==> config.mk <==
export PLATFORM = sky130hd
export DESIGN_NAME = pst_cmd
export DESIGN_NICKNAME = d
export VERILOG_FILES = /design/src/logic/pst_pkg.sv /design/src/logic/pst_cmd.sv
export SDC_FILE = /design/constraint.sdc
export NUM_CORES = 1
export LEC_CHECK = 0
export ABC_AREA = 1
export BUFFER_PORTS_ARGS = -buffer_cell sky130_fd_sc_hd__buf_2
export CORE_ASPECT_RATIO = 0.9
export CORE_UTILIZATION = 50
export CTS_CLUSTER_DIAMETER = 150
export DETAILED_ROUTE_END_ITERATION = 16
export HOLD_SLACK_MARGIN = 0.02
export PLACE_DENSITY = 0.71
export SYNTH_ARGS = -nofsm -noshare
export SYNTH_HDL_FRONTEND = slang
export SYNTH_SLANG_ARGS = --single-unit
==> constraint.sdc <==
create_clock -name mclk_in -period 6.94 [get_ports mclk_in]
set_clock_uncertainty 0.15 [all_clocks]
set_input_delay 2.082 -clock mclk_in [delete_from_list [all_inputs] [get_ports mclk_in]]
set_output_delay 2.082 -clock mclk_in [all_outputs]
set_load 0.1 [all_outputs]
==> src/logic/pst_pkg.sv <==
// constants for the partial, scroll and tear-line command handler
package pst_pkg;
	localparam logic [7:0] PST_CMD_PARTIAL_AREA = 8'h30;
	localparam logic [7:0] PST_CMD_SCROLL_AREA = 8'h33;
	localparam logic [7:0] PST_CMD_TEAR_OFF = 8'h34;
	localparam logic [7:0] PST_CMD_TEAR_ON = 8'h35;
	localparam logic [7:0] PST_CMD_PARTIAL_ON = 8'h12;
	localparam logic [7:0] PST_CMD_NORMAL_ON = 8'h13;
	localparam logic [7:0] PST_CMD_SCROLL_START = 8'h37;
	localparam logic [7:0] PST_CMD_SW_RESET = 8'h01;
	localparam logic [2:0] PST_PARTIAL_PARAMS = 3'h4;
	localparam logic [2:0] PST_SCROLL_PARAMS = 3'h6;
	localparam logic [15:0] PST_PARTIAL_START_RST = 16'h0000;
	localparam logic [15:0] PST_SCROLL_RST = 16'h0000;
	localparam logic [1:0] PST_GM_208 = 2'h0;
	localparam logic [1:0] PST_GM_220 = 2'h1;
	localparam logic [15:0] PST_LAST_ROW_208 = 16'h00cf;
	localparam logic [15:0] PST_LAST_ROW_220 = 16'h00db;
	localparam logic [15:0] PST_LAST_ROW_240 = 16'h00ef;
	typedef enum logic [1:0] {
		PST_IDLE = 2'b00,
		PST_PARTIAL = 2'b01,
		PST_SCROLL = 2'b10
	} pst_state_e;
endpackage : pst_pkg

==> src/logic/pst_cmd.sv <==
// command handler for partial window, scroll partition and tear line off
// Operation
// - 30h command, then four bytes: start high, start low, end high, low
// - partial start and end are memory row addresses
// - equal start and end give a one-row window
// - 33h command, six bytes high first: top, scroll height, bottom
// - scan order 0: top fixed from top, bottom fixed from bottom
// - scan order 1: top fixed from bottom, bottom fixed from top
// - scroll height counts memory lines from scroll start address
// - all three scroll values act as line counts, not row addresses
// - 34h takes no parameter, turns tear line off, drives it low
// - tear-off while already off changes nothing
// - commands accepted in every display and sleep mode
// - partial-on or normal-on leaves vertical scroll mode
// - scan order bit is the refresh direction bit of access control
module pst_cmd
	import pst_pkg::*;
#(
	parameter int ROW_W = 16
) (
	input wire logic mclk_in,
	input wire logic rstn_in,
	input wire logic wr_strobe_in,
	input wire logic cmd_data_select_in,
	input wire logic [7:0] wr_data_in,
	input wire logic [1:0] gate_count_select_in,
	input wire logic scan_order_bit_in,
	input wire logic [ROW_W-1:0] scan_row_in,
	output logic [ROW_W-1:0] partial_start_row_out,
	output logic [ROW_W-1:0] partial_end_row_out,
	output logic [ROW_W-1:0] top_fixed_lines_out,
	output logic [ROW_W-1:0] scroll_height_lines_out,
	output logic [ROW_W-1:0] bottom_fixed_lines_out,
	output logic scroll_mode_out,
	output logic scan_order_bit_out,
	output logic row_in_partial_out,
	output logic row_in_top_fixed_out,
	output logic row_in_bottom_fixed_out,
	output logic tear_signal_enable_out,
	output logic tear_signal_out
);
	logic rst_sync1;
	logic rst_n;
	pst_state_e state;
	logic [2:0] param_cnt;
	logic [7:0] high_byte;
	logic [ROW_W-1:0] partial_start_row;
	logic [ROW_W-1:0] partial_end_row;
	logic [ROW_W-1:0] top_fixed_lines;
	logic [ROW_W-1:0] scroll_height_lines;
	logic [ROW_W-1:0] bottom_fixed_lines;
	logic scroll_mode;
	logic tear_enable;
	logic cmd_strobe;
	logic data_strobe;
	logic [ROW_W-1:0] word;
	logic [ROW_W-1:0] last_row;
	logic in_top;
	logic in_bottom;

	// gate mode decode; reserved code 11 treated as 240 lines
	function automatic logic [15:0] pst_last_row(input logic [1:0] gm);
		logic [15:0] r;
		r = PST_LAST_ROW_240;
		if (gm == PST_GM_208) begin
			r = PST_LAST_ROW_208;
		end else if (gm == PST_GM_220) begin
			r = PST_LAST_ROW_220;
		end
		return r;
	endfunction : pst_last_row

	always_ff @(posedge mclk_in or negedge rstn_in) begin
		if (!rstn_in) begin
			rst_sync1 <= 1'b0;
			rst_n <= 1'b0;
		end else begin
			rst_sync1 <= 1'b1;
			rst_n <= rst_sync1;
		end
	end

	// no mode gating: every write is decoded in every power mode
	assign cmd_strobe = wr_strobe_in && !cmd_data_select_in;
	assign data_strobe = wr_strobe_in && cmd_data_select_in;
	assign word = ROW_W'({high_byte, wr_data_in});
	assign last_row = ROW_W'(pst_last_row(gate_count_select_in));

	// parameter sequencer; any command byte aborts a pending sequence
	always_ff @(posedge mclk_in or negedge rst_n) begin
		if (!rst_n) begin
			state <= PST_IDLE;
			param_cnt <= 3'h0;
		end else if (cmd_strobe) begin
			param_cnt <= 3'h0;
			unique case (wr_data_in)
				PST_CMD_PARTIAL_AREA: state <= PST_PARTIAL;
				PST_CMD_SCROLL_AREA: state <= PST_SCROLL;
				default: state <= PST_IDLE;
			endcase
		end else if (data_strobe && state != PST_IDLE) begin
			if ((state == PST_PARTIAL && param_cnt == PST_PARTIAL_PARAMS - 3'h1)
				|| (state == PST_SCROLL
				&& param_cnt == PST_SCROLL_PARAMS - 3'h1)) begin
				state <= PST_IDLE;
				param_cnt <= 3'h0;
			end else begin
				param_cnt <= param_cnt + 3'h1;
			end
		end
	end

	always_ff @(posedge mclk_in or negedge rst_n) begin
		if (!rst_n) begin
			high_byte <= 8'h00;
		end else if (data_strobe && !param_cnt[0]) begin
			high_byte <= wr_data_in;
		end
	end

	// partial window; hardware reset sets end to the 208 last row, software reset to the gate mode's last row
	always_ff @(posedge mclk_in or negedge rst_n) begin
		if (!rst_n) begin
			partial_start_row <= ROW_W'(PST_PARTIAL_START_RST);
			partial_end_row <= ROW_W'(PST_LAST_ROW_208);
		end else if (cmd_strobe && wr_data_in == PST_CMD_SW_RESET) begin
			partial_start_row <= ROW_W'(PST_PARTIAL_START_RST);
			partial_end_row <= last_row;
		end else if (data_strobe && state == PST_PARTIAL && param_cnt[0]) begin
			if (param_cnt[1]) begin
				partial_end_row <= word;
			end else begin
				partial_start_row <= word;
			end
		end
	end

	always_ff @(posedge mclk_in or negedge rst_n) begin
		if (!rst_n) begin
			top_fixed_lines <= ROW_W'(PST_SCROLL_RST);
			scroll_height_lines <= ROW_W'(PST_SCROLL_RST);
			bottom_fixed_lines <= ROW_W'(PST_SCROLL_RST);
		end else if (cmd_strobe && wr_data_in == PST_CMD_SW_RESET) begin
			top_fixed_lines <= ROW_W'(PST_SCROLL_RST);
			scroll_height_lines <= ROW_W'(PST_SCROLL_RST);
			bottom_fixed_lines <= ROW_W'(PST_SCROLL_RST);
		end else if (data_strobe && state == PST_SCROLL && param_cnt[0]) begin
			unique case (param_cnt)
				3'h1: top_fixed_lines <= word;
				3'h3: scroll_height_lines <= word;
				default: bottom_fixed_lines <= word;
			endcase
		end
	end

	// scroll mode starts at the start-address command
	always_ff @(posedge mclk_in or negedge rst_n) begin
		if (!rst_n) begin
			scroll_mode <= 1'b0;
		end else if (cmd_strobe) begin
			if (wr_data_in == PST_CMD_PARTIAL_ON
				|| wr_data_in == PST_CMD_NORMAL_ON
				|| wr_data_in == PST_CMD_SW_RESET) begin
				scroll_mode <= 1'b0;
			end else if (wr_data_in == PST_CMD_SCROLL_START) begin
				scroll_mode <= 1'b1;
			end
		end
	end

	// tear enable; clearing an already-clear flag is harmless
	always_ff @(posedge mclk_in or negedge rst_n) begin
		if (!rst_n) begin
			tear_enable <= 1'b0;
		end else if (cmd_strobe) begin
			if (wr_data_in == PST_CMD_TEAR_OFF
				|| wr_data_in == PST_CMD_SW_RESET) begin
				tear_enable <= 1'b0;
			end else if (wr_data_in == PST_CMD_TEAR_ON) begin
				tear_enable <= 1'b1;
			end
		end
	end

	// fixed-area membership, counted from opposite ends per scan order
	always_comb begin
		in_top = 1'b0;
		in_bottom = 1'b0;
		if (!scan_order_bit_in) begin
			in_top = scan_row_in < top_fixed_lines;
			in_bottom = (last_row - scan_row_in) < bottom_fixed_lines;
		end else begin
			in_top = (last_row - scan_row_in) < top_fixed_lines;
			in_bottom = scan_row_in < bottom_fixed_lines;
		end
	end

	always_ff @(posedge mclk_in or negedge rst_n) begin
		if (!rst_n) begin
			row_in_partial_out <= 1'b0;
			row_in_top_fixed_out <= 1'b0;
			row_in_bottom_fixed_out <= 1'b0;
		end else begin
			if (partial_end_row >= partial_start_row) begin
				row_in_partial_out <= scan_row_in >= partial_start_row
					&& scan_row_in <= partial_end_row;
			end else begin
				row_in_partial_out <= scan_row_in >= partial_start_row
					|| scan_row_in <= partial_end_row;
			end
			row_in_top_fixed_out <= in_top;
			row_in_bottom_fixed_out <= in_bottom;
		end
	end

	always_ff @(posedge mclk_in or negedge rst_n) begin
		if (!rst_n) begin
			partial_start_row_out <= '0;
			partial_end_row_out <= '0;
			top_fixed_lines_out <= '0;
			scroll_height_lines_out <= '0;
			bottom_fixed_lines_out <= '0;
			scroll_mode_out <= 1'b0;
			scan_order_bit_out <= 1'b0;
			tear_signal_enable_out <= 1'b0;
			tear_signal_out <= 1'b0;
		end else begin
			partial_start_row_out <= partial_start_row;
			partial_end_row_out <= partial_end_row;
			top_fixed_lines_out <= top_fixed_lines;
			scroll_height_lines_out <= scroll_height_lines;
			bottom_fixed_lines_out <= bottom_fixed_lines;
			scroll_mode_out <= scroll_mode;
			scan_order_bit_out <= scan_order_bit_in;
			tear_signal_enable_out <= tear_enable;
			// blanking pulse generation lives in the scan logic
			tear_signal_out <= 1'b0;
		end
	end
endmodule : pst_cmd

==> flow_metrics.py, run 1 <==
metrics = {
    "worst_setup_path": {
        "crit_path_end_kind": "flop",
        "reg2reg_slack_ps": 4740,
        "worstSetupPathType": "in2reg",
        "start_kind": "input port",
        "critPathArrivalTime_ps": 4540,
        "critPathRequiredTime_ps": 7120,
        "critPathMaxFanout": 4,
    },
    "sta": {
        "whs_ps": 186,
        "fmax_ghz": 0.229,
        "setup_viol": 0,
        "slew_violations": 0,
        "min_period_ps": 4360,
        "rsz0062_at_grt": "no",
        "fin_setup_tns_ps": 0,
        "worst_pin_slew_ps": 1010,
        "fin_crit_sh_pct": 62.9,
        "hold_viol": 0,
        "slew_headroom_pct": 32.7,
    },
    "global_routing": {
        "grt_pass1_wl_um": 33600,
        "grt-ovfl-total": 0,
        "first_global_vias": 6333,
        "grt_usage_pct": 24.1,
        "grt_max_degree": 86,
        "antenna_found_initial": 0,
    },
    "synth": {
        "yosys-top-cells-area": "dfrtp_1 49%, ha_1 16%, nand2_1 8.9%",
        "syn_inst": 939,
        "synth.distinct_cells": 38,
        "yosys_warnings": 0,
        "netlist_area_um2": 9110,
        "ys_seq_elements": 183,
        "synth_nets": 1085,
        "synth_largest_area_cell": "dfrtp_1",
        "synth_top_area_share_pct": 48.6,
        "synth.avg_cell_area_um2": 9.70,
        "yosysSeqAreaShare_pct": 50.3,
    },
    "floorplanning": {
        "initial_utilization_pct": 51.4,
        "core_um2": 17700,
        "fp.dieArea_um2": 18800,
        "ioPinCount": 118,
        "fp-row-count": 46,
        "die_y_um": 130,
        "fp.dieW_um": 144,
    },
    "final_layout": {
        "final_common_cell": "nand2_1",
        "diodes": 0,
        "drive_gt1_share_pct": 20.4,
        "syn_to_final_growth_pct": 15.2,
        "multi_input_area_um2": 3910,
        "num-nets-final": 1207,
        "regArea_um2": 4590,
        "fillers": 1561,
        "stdcell_count": 1312,
        "layout_common_cells": "216 x nand2_1, 176 x dfrtp_1, 122 x inv_1, 116 x buf_2, 115 x ha_1",
    },
    "route": {
        "ant_nets": 0,
        "drt_pass1_iterations": 4,
        "wl_um": 20700,
        "drtIter0Drc": 505,
        "vias": 6694,
        "drc": 0,
        "wl_per_cell_um": 15.8,
        "viasPerCell": 5.10,
    },
    "power": {
        "vdd.ir_drop.worst_uv": 191,
        "pwr_density_cell_nw_per_um2": 270,
        "p_leak_nw": 5.52,
    },
    "placement": {
        "portBuffers": 116,
        "place.gp.congestion": 0.883,
        "hpwl_um": 15700,
        "dpl.cell_count": 1282,
    },
    "run_status": {
        "outcome": "finished clean",
    },
    "cts": {
        "clkSlewWorstSetupHoldPaths_ps": 70,
        "cts.sinks": 183,
        "cts_hold_buf": 0,
        "htreeDepth": 4,
        "clock_path_buffers": 2,
        "cts_post_setup_buffers_inserted": 0,
        "cts_buffers": 17,
        "cts_tree": "yes",
        "root_buffer": "clkbuf_16",
        "cts_resized": 0,
        "clk_latency_ps": 440,
    },
    "run": {
        "max_cap_viol_count": 0,
    },
    "hold_path": {
        "holdCritPathClass": "reg2async",
    },
}
## worst max-delay path: stages
cell      delay [ps]
buf_2            110
inv_1             80
nor2_1            80
ha_1             210
ha_1             210
nand3b_1         180
nand4_1          180
nand2_1          140
nor3_1           200
xor2_1           180
inv_1             80
ha_1             270
nand2_1           50
inv_1             60
nand3_1           90
nor3_1           140
nand2_1           70
nand3_1           70
nand2_1           50
## Yosys cell counts
| library cell | number |
|---|---|
| nor3_2 | 1 |
| nor2_1 | 34 |
| o21a_1 | 1 |
| o21bai_1 | 3 |
| a21o_1 | 2 |
| nand2_4 | 3 |
| o31ai_1 | 2 |
| nand3_1 | 23 |
| nor2_2 | 2 |
| dfstp_2 | 6 |
| nor3_1 | 14 |
| a211oi_1 | 5 |
| buf_6 | 9 |
| inv_1 | 122 |
| nand3b_1 | 1 |
| clkinv_4 | 1 |
| o21ai_0 | 39 |
| buf_2 | 4 |
| nand2_2 | 7 |
| o221ai_1 | 1 |
| nand2_1 | 216 |
| o21ai_1 | 23 |
| conb_1 | 2 |
| ha_1 | 115 |
| o22ai_1 | 3 |
| xnor2_1 | 4 |
| clkbuf_1 | 1 |
| o211ai_1 | 1 |
| buf_4 | 1 |
| a21oi_1 | 55 |
| inv_2 | 5 |
| nor4_1 | 1 |
| xor2_1 | 3 |
| nand4_1 | 7 |
| a31o_2 | 1 |
| nor2_4 | 2 |
| dfrtp_1 | 177 |
| o21ai_2 | 42 |
## cells by family (layout without fill, tap and decap cells)
family                   Yosys count  in the layout  share of synthesized area, %
buffers and inverters            143            276                          6.78
XOR/XNOR                           7              7                         0.673
flip-flops                       183            183                          50.3
adder cells (fa/ha/maj)          115            115                          15.8
AO/OA/AOI/OAI                    178            178                          12.0
AND/OR/NAND/NOR                  311            311                          14.3
other                              2              2                        0.0824
## worst paths after layout
path / from / to / depth (start not counted)
setup / recovery: gate_count_select_in[0] / row_in_top_fixed_out$_DFF_PN0_ / 19
hold / removal: rst_n$_DFF_PN0_ / tear_signal_enable_out$_DFF_PN0_ / 0
setup reg to reg: param_cnt[1]$_DFFE_PN0P_ / bottom_fixed_lines[4]$_DFFE_PN0P_ / 8
hold reg to reg: rst_n$_DFF_PN0_ / tear_signal_enable_out$_DFF_PN0_ / 0
max in group asynchronous: rst_n$_DFF_PN0_ / bottom_fixed_lines_out[14]$_DFF_PN0_ / 1
min in group mclk_in: rst_sync1$_DFF_PN0_ / rst_n$_DFF_PN0_ / 0
## final cells by class
class	count	area share, %
Clock buffer	17	4.05
Clock inverter	13	1.87
Inverter	128	4.62
Multi-Input combinational cell	613	37.2
Sequential cell	183	43.7
Tap cell	240	2.86
Timing Repair Buffer	118	5.67
## through the flow
stage | setup slack, ps | instance area [um^2] | utilization, % | total power (W)
global placement | 2260 | 9880 | 55.7 | 0.00181
CTS | 2600 | 10500 | 59.2 | 0.00286
detailed placement | 2150 | 9880 | 55.7 | 0.00183
floorplan | 1320 | 9110 | - | 0.00167
global route | 2250 | 10500 | 59.2 | 0.00297
finish | 2580 | 10500 | 59.2 | 0.00284
## metal layers
| layer | global-route usage [%] | up-vias | part of all wire (%) |
|---|---|---|---|
| li1 | - | 3333 | - |
| met1 | 35.2 | 3153 | 49 |
| met2 | 35.9 | 177 | 43 |
| met3 | 3.89 | 31 | 5.6 |
| met4 | 9.66 | 0 | 2.2 |
| met5 | 0 | - | 0 |
## power by group
| group | switching [W] | internal [W] | leakage, nW | total, W |
|---|---|---|---|---|
| sequential | 0.0000505 | 0.00114 | 2.38 | 0.00119 |
| combinational | 0.000469 | 0.000145 | 2.84 | 0.000615 |
| clock | 0.000425 | 0.000605 | 0.302 | 0.00103 |
| total | 0.000945 | 0.00189 | 5.52 | 0.00284 |
(Power assumes the default switching activity.)
==> run 2: changes to the inputs <==
==> constraint.sdc (replaced) <==
create_clock -name mclk_in -period 4.3 [get_ports mclk_in]
set_clock_uncertainty 0.15 [all_clocks]
set_input_delay 1.29 -clock mclk_in [delete_from_list [all_inputs] [get_ports mclk_in]]
set_output_delay 1.29 -clock mclk_in [all_outputs]
set_load 0.1 [all_outputs]
==> run 2 against run 1 <==
  * Sequential share of layout area increased by 0.073 points
  * Power rose by 56%
  * Utilization down 0.099 points
  * Clock power rose by 46%
  * Setup slack got worse by 1900 ps
  * Design area down 0.17%
  * Hold slack gained 18 ps
  * Sequential power increased by 62%
  * Via count shrank 0.12%
==> flow_metrics.py, run 2 (synthesis results as in run 1) <==
metrics = {
    "route": {
        "drc": 0,
        "viasPerCell": 5.08,
        "ant_nets": 0,
        "wl_per_cell_um": 15.7,
        "drt_pass1_iterations": 5,
        "vias": 6686,
        "wl_um": 20700,
        "drtIter0Drc": 623,
    },
    "run_status": {
        "outcome": "finished clean",
    },
    "floorplanning": {
        "die_y_um": 130,
        "fp-row-count": 46,
        "fp.dieArea_um2": 18800,
        "ioPinCount": 118,
        "fp.dieW_um": 144,
        "core_um2": 17700,
        "initial_utilization_pct": 51.4,
    },
    "global_routing": {
        "grt_max_degree": 76,
        "first_global_vias": 6453,
        "grt_usage_pct": 24.0,
        "antenna_found_initial": 0,
        "grt_pass1_wl_um": 33200,
        "grt-ovfl-total": 0,
    },
    "cts": {
        "cts_tree": "yes",
        "cts_hold_buf": 0,
        "clk_latency_ps": 440,
        "cts.sinks": 183,
        "clock_path_buffers": 2,
        "cts_resized": 0,
        "cts_post_setup_buffers_inserted": 0,
        "cts_buffers": 17,
        "clkSlewWorstSetupHoldPaths_ps": 70,
        "htreeDepth": 4,
        "root_buffer": "clkbuf_16",
    },
    "worst_setup_path": {
        "cp_num_buf_inv": 3,
        "crit_top_cell": "nand2_1",
        "path_cells": "buf_2 > inv_1 > ha_1 > nand2_1 > nand2_1 > nand2_1 > nand4_1 > nand3_1 > nor2_1 > xnor2_1 > ha_1 > nand2_1 > inv_1 > o21ai_0 > nand2_1 > a21oi_1 > nand3_1 > nand2_1",
        "critPathMaxFanout": 5,
        "start_kind": "input port",
        "crit_path_end_kind": "flop",
        "cp_top_family": "simple AND/OR/NAND/NOR gates",
        "critPathArrivalTime_ps": 3840,
        "crit_path_max_incr_delay_ps": 340,
        "critPathSlowestCell": "ha_1",
        "critPathRequiredTime_ps": 4530,
        "worstSetupPathType": "in2reg",
    },
    "final_layout": {
        "layout_common_cells": "216 x nand2_1, 176 x dfrtp_1, 122 x inv_1, 116 x buf_2, 115 x ha_1",
        "stdcell_count": 1316,
        "diodes": 0,
        "fillers": 1543,
        "syn_to_final_growth_pct": 15.1,
        "num-nets-final": 1209,
        "final_common_cell": "nand2_1",
        "drive_gt1_share_pct": 20.7,
    },
    "sta": {
        "whs_ps": 203,
        "worst_pin_slew_ps": 1000,
        "setup_viol": 0,
        "rsz0062_at_grt": "no",
        "fin_setup_tns_ps": 0,
        "min_period_ps": 3620,
        "hold_viol": 0,
        "slew_violations": 0,
        "slew_headroom_pct": 33.2,
        "fmax_ghz": 0.277,
        "fin_crit_sh_pct": 84.1,
    },
    "power": {
        "p_leak_nw": 5.51,
        "pwr_density_cell_nw_per_um2": 422,
        "vdd.ir_drop.worst_uv": 314,
    },
    "placement": {
        "hpwl_um": 15500,
        "dpl.cell_count": 1284,
        "place.gp.congestion": 0.898,
        "portBuffers": 116,
    },
    "run": {
        "max_cap_viol_count": 0,
    },
    "hold_path": {
        "holdCritPathClass": "reg2reg",
    },
}
[run 2: worst reg2reg max path, cell delays in order, from the launching register on]
cell     delay [ps]
dfrtp_1         420
ha_1            220
ha_1            210
nor3_1          320
nor2_4           60
buf_4           280
nand2_1         140
o21ai_2          60
[run 2: area by class of cell]
type / instances / area [um^2] / area share [%]
clock buffer: 18 / 439 / 4.19
clock inverter: 14 / 138 / 1.31
inverter: 128 / 485 / 4.63
multi-input combinational: 613 / 3910 / 37.3
sequential: 183 / 4590 / 43.8
tap: 240 / 300 / 2.86
timing repair buffer: 120 / 623 / 5.94
[run 2: stage by stage]
step                      worst slack (ps)  power (W)  cell area (um^2)  util, %
after CTS                              732    0.00447             10500     59.1
after global routing                   423    0.00465             10500     59.1
after floorplan                        756    0.00270              9110        -
after detailed placement               393    0.00295              9910     55.9
after global placement                 423    0.00293              9910     55.9
final                                  685    0.00442             10500     59.1
[run 2: where the power goes]
part | total, W | switching (W) | internal (W)
Sequential | 0.00193 | 0.0000852 | 0.00184
Combinational | 0.000993 | 0.000756 | 0.000237
Clock | 0.00150 | 0.000722 | 0.000781
Total | 0.00442 | 0.00156 | 0.00286
[run 2: worst paths after layout]
| path | slack [ps] | cells past startpoint | from | to |
|---|---|---|---|---|
| max reg2reg | 2340 | 7 | param_cnt[0]$_DFFE_PN0P_ | bottom_fixed_lines[9]$_DFFE_PN0P_ |
| max in group asynchronous | 2720 | 1 | rst_n$_DFF_PN0_ | top_fixed_lines_out[5]$_DFF_PN0_ |
| min | 200 | 0 | rst_sync1$_DFF_PN0_ | rst_n$_DFF_PN0_ |
| min reg2reg | 200 | 0 | rst_sync1$_DFF_PN0_ | rst_n$_DFF_PN0_ |
| min in group asynchronous | 320 | 0 | rst_n$_DFF_PN0_ | tear_signal_enable_out$_DFF_PN0_ |
| max | 680 | 18 | scan_row_in[4] | row_in_top_fixed_out$_DFF_PN0_ |
[run 2: routing by layer]
layer / part of all wire, % / up-vias / GRT usage (%)
li1: - / 3343 / -
met4: 2.1 / 0 / 8.79
met3: 6.0 / 30 / 4.81
met5: 0 / - / 0
met2: 44 / 181 / 35.7
met1: 48 / 3132 / 34.7
==> run 3: changes to the inputs <==
--- a/config.mk
+++ b/config.mk
@@ -12,7 +12,7 @@
 export CTS_CLUSTER_DIAMETER = 150
 export DETAILED_ROUTE_END_ITERATION = 16
 export HOLD_SLACK_MARGIN = 0.02
-export PLACE_DENSITY = 0.71
+export PLACE_DENSITY = 0.73
 export SYNTH_ARGS = -nofsm -noshare
 export SYNTH_HDL_FRONTEND = slang
 export SYNTH_SLANG_ARGS = --single-unit
==> constraint.sdc (replaced) <==
create_clock -name mclk_in -period 2.9 [get_ports mclk_in]
set_clock_uncertainty 0.15 [all_clocks]
set_input_delay 0.87 -clock mclk_in [delete_from_list [all_inputs] [get_ports mclk_in]]
set_output_delay 0.87 -clock mclk_in [all_outputs]
set_load 0.1 [all_outputs]
==> run 3 against run 2 <==
  * Register-to-register slack worse by 1400 ps
  * Die area unchanged
  * Critical path depth rose by 3
  * Critical endpoint unchanged
  * Largest power group unchanged
==> flow_metrics.py, run 3 (synthesis results as in run 1) <==
metrics = {
    "cts": {
        "cts.sinks": 183,
        "cts_tree": "yes",
        "cts_hold_buf": 0,
        "clk_latency_ps": 430,
        "htreeDepth": 4,
        "cts_buffers": 17,
        "clock_path_buffers": 2,
        "clkSlewWorstSetupHoldPaths_ps": 70,
        "root_buffer": "clkbuf_16",
    },
    "final_layout": {
        "syn_to_final_growth_pct": 19.0,
        "fin_util_pct": 61.2,
        "final_common_cell": "nand2_1",
        "fillers": 1530,
        "drive_gt1_share_pct": 24.5,
        "final_area_um2": 10800,
        "diodes": 0,
        "layout_common_cells": "209 x nand2_1, 176 x dfrtp_1, 119 x inv_1, 114 x buf_2, 110 x ha_1",
        "num-nets-final": 1228,
        "stdcell_count": 1335,
    },
    "sta": {
        "setup_viol": 0,
        "min_period_ps": 2790,
        "slew_headroom_pct": 46.8,
        "fin_crit_sh_pct": 96.1,
        "worst_pin_slew_ps": 796,
        "fmax_ghz": 0.359,
        "hold_viol": 0,
        "slew_violations": 0,
        "whs_ps": 58.6,
        "rsz0062_at_grt": "yes",
    },
    "floorplanning": {
        "core_um2": 17700,
        "ioPinCount": 118,
        "fp-row-count": 46,
        "fp.dieW_um": 144,
        "fp.dieArea_um2": 18800,
        "initial_utilization_pct": 51.4,
        "die_y_um": 130,
    },
    "hold_path": {
        "holdCritPathClass": "in2async",
    },
    "worst_setup_path": {
        "worstSetupPathType": "in2reg",
        "start_kind": "input port",
        "crit_path_end_kind": "flop",
        "critPathArrivalTime_ps": 2960,
        "critPathRequiredTime_ps": 3070,
        "critPathMaxFanout": 4,
    },
    "global_routing": {
        "first_global_vias": 6518,
        "grt_usage_pct": 23.7,
        "grt_pass1_wl_um": 33100,
        "met2_usage_pct": 35.9,
        "use_met3_pct": 4.37,
        "grt.busiest_layer": "met2",
        "grt.met1_usage_pct": 34.1,
        "grt-ovfl-total": 0,
        "antenna_found_initial": 0,
        "grt_max_degree": 70,
    },
    "route": {
        "vias": 6754,
        "wl_per_cell_um": 15.5,
        "ant_nets": 0,
        "drc": 0,
        "viasPerCell": 5.06,
        "drtIter0Drc": 395,
        "drt_pass1_iterations": 5,
        "wl_um": 20700,
    },
    "power": {
        "p_total_w": 0.00664,
        "vdd.ir_drop.worst_uv": 488,
        "p_leak_nw": 5.63,
        "pwr_density_cell_nw_per_um2": 612,
    },
    "placement": {
        "dpl.cell_count": 1301,
        "hpwl_um": 15900,
        "place.gp.congestion": 0.864,
        "portBuffers": 116,
        "place_area_um2": 10100,
    },
    "run_status": {
        "outcome": "finished clean",
    },
    "run": {
        "max_cap_viol_count": 0,
    },
}
-- run 3: changes by cell type in the layout (fill, tap and decap cells not counted), sizes merged --
cell and change:
inv -2, clkinv -3, bufinv +1, buf +19, clkinvlp +3, clkbuf +1
-- run 3: critical path: stages --
cell,delay [ps]
buf_12,110
inv_16,50
nor2_4,30
ha_4,270
nand2_2,50
nand2_2,70
nand2_2,60
nand4_1,190
nand3_2,140
nor2_4,170
nand3_2,80
nand2_2,80
inv_4,50
ha_4,260
nand2_2,40
inv_2,50
nand3_2,80
nor3_2,110
nand2_1,70
nand3_1,80
nand2_1,50
-- run 3: area by class of cell --
class,instances,area (um^2),area share [%]
flip-flops and latches,183,4590,42.3
multi-input cells,613,4050,37.4
inverters,128,504,4.65
repair buffers,139,812,7.49
clock buffers,19,443,4.08
clock inverters,13,140,1.29
well taps,240,300,2.77
-- run 3: path summary, 6_finish.rpt --
kind,start,end,slack (ps),cells past startpoint
max in group asynchronous,rst_n$_DFF_PN0_,bottom_fixed_lines[13]$_DFFE_PN0P_,1530,1
setup reg to reg,partial_end_row[7]$_DFFE_PN1P_,row_in_partial_out$_DFF_PN0_,950,11
hold / removal,rstn_in,rst_n$_DFF_PN0_,60,1
setup / recovery,gate_count_select_in[0],row_in_top_fixed_out$_DFF_PN0_,110,21
hold reg to reg,rst_sync1$_DFF_PN0_,rst_n$_DFF_PN0_,200,0
min in group mclk_in,rst_sync1$_DFF_PN0_,rst_n$_DFF_PN0_,200,0
-- run 3: per-layer routing --
layer / up-vias / routed length, um
met5: - / 0
met4: 0 / 356
met3: 29 / 1150
met1: 3169 / 10100
met2: 179 / 9100
li1: 3377 / -
-- run 3: power breakdown --
group          internal, W  switching, W
combinational     0.000382       0.00114
sequential         0.00273      0.000128
clock              0.00123       0.00103
total              0.00434       0.00230
-- run 3: what timing repair did --
action | 4_1_cts | 5_1_grt
hold endpoints to repair | 0 | 0
endpoints found under the setup margin | 2 | 2
resized for setup | 8 | 18
pin swaps | 7 | 17
buffers inserted | 1 | 1
-- run 3: metrics by stage --
step	setup slack (ps)	setup TNS (ps)
after floorplan	-73.2	-115
after global placement	-487	-902
after detailed placement	-533	-1030
after CTS	22.7	0
after global routing	-41.4	-51.0
final	114	0
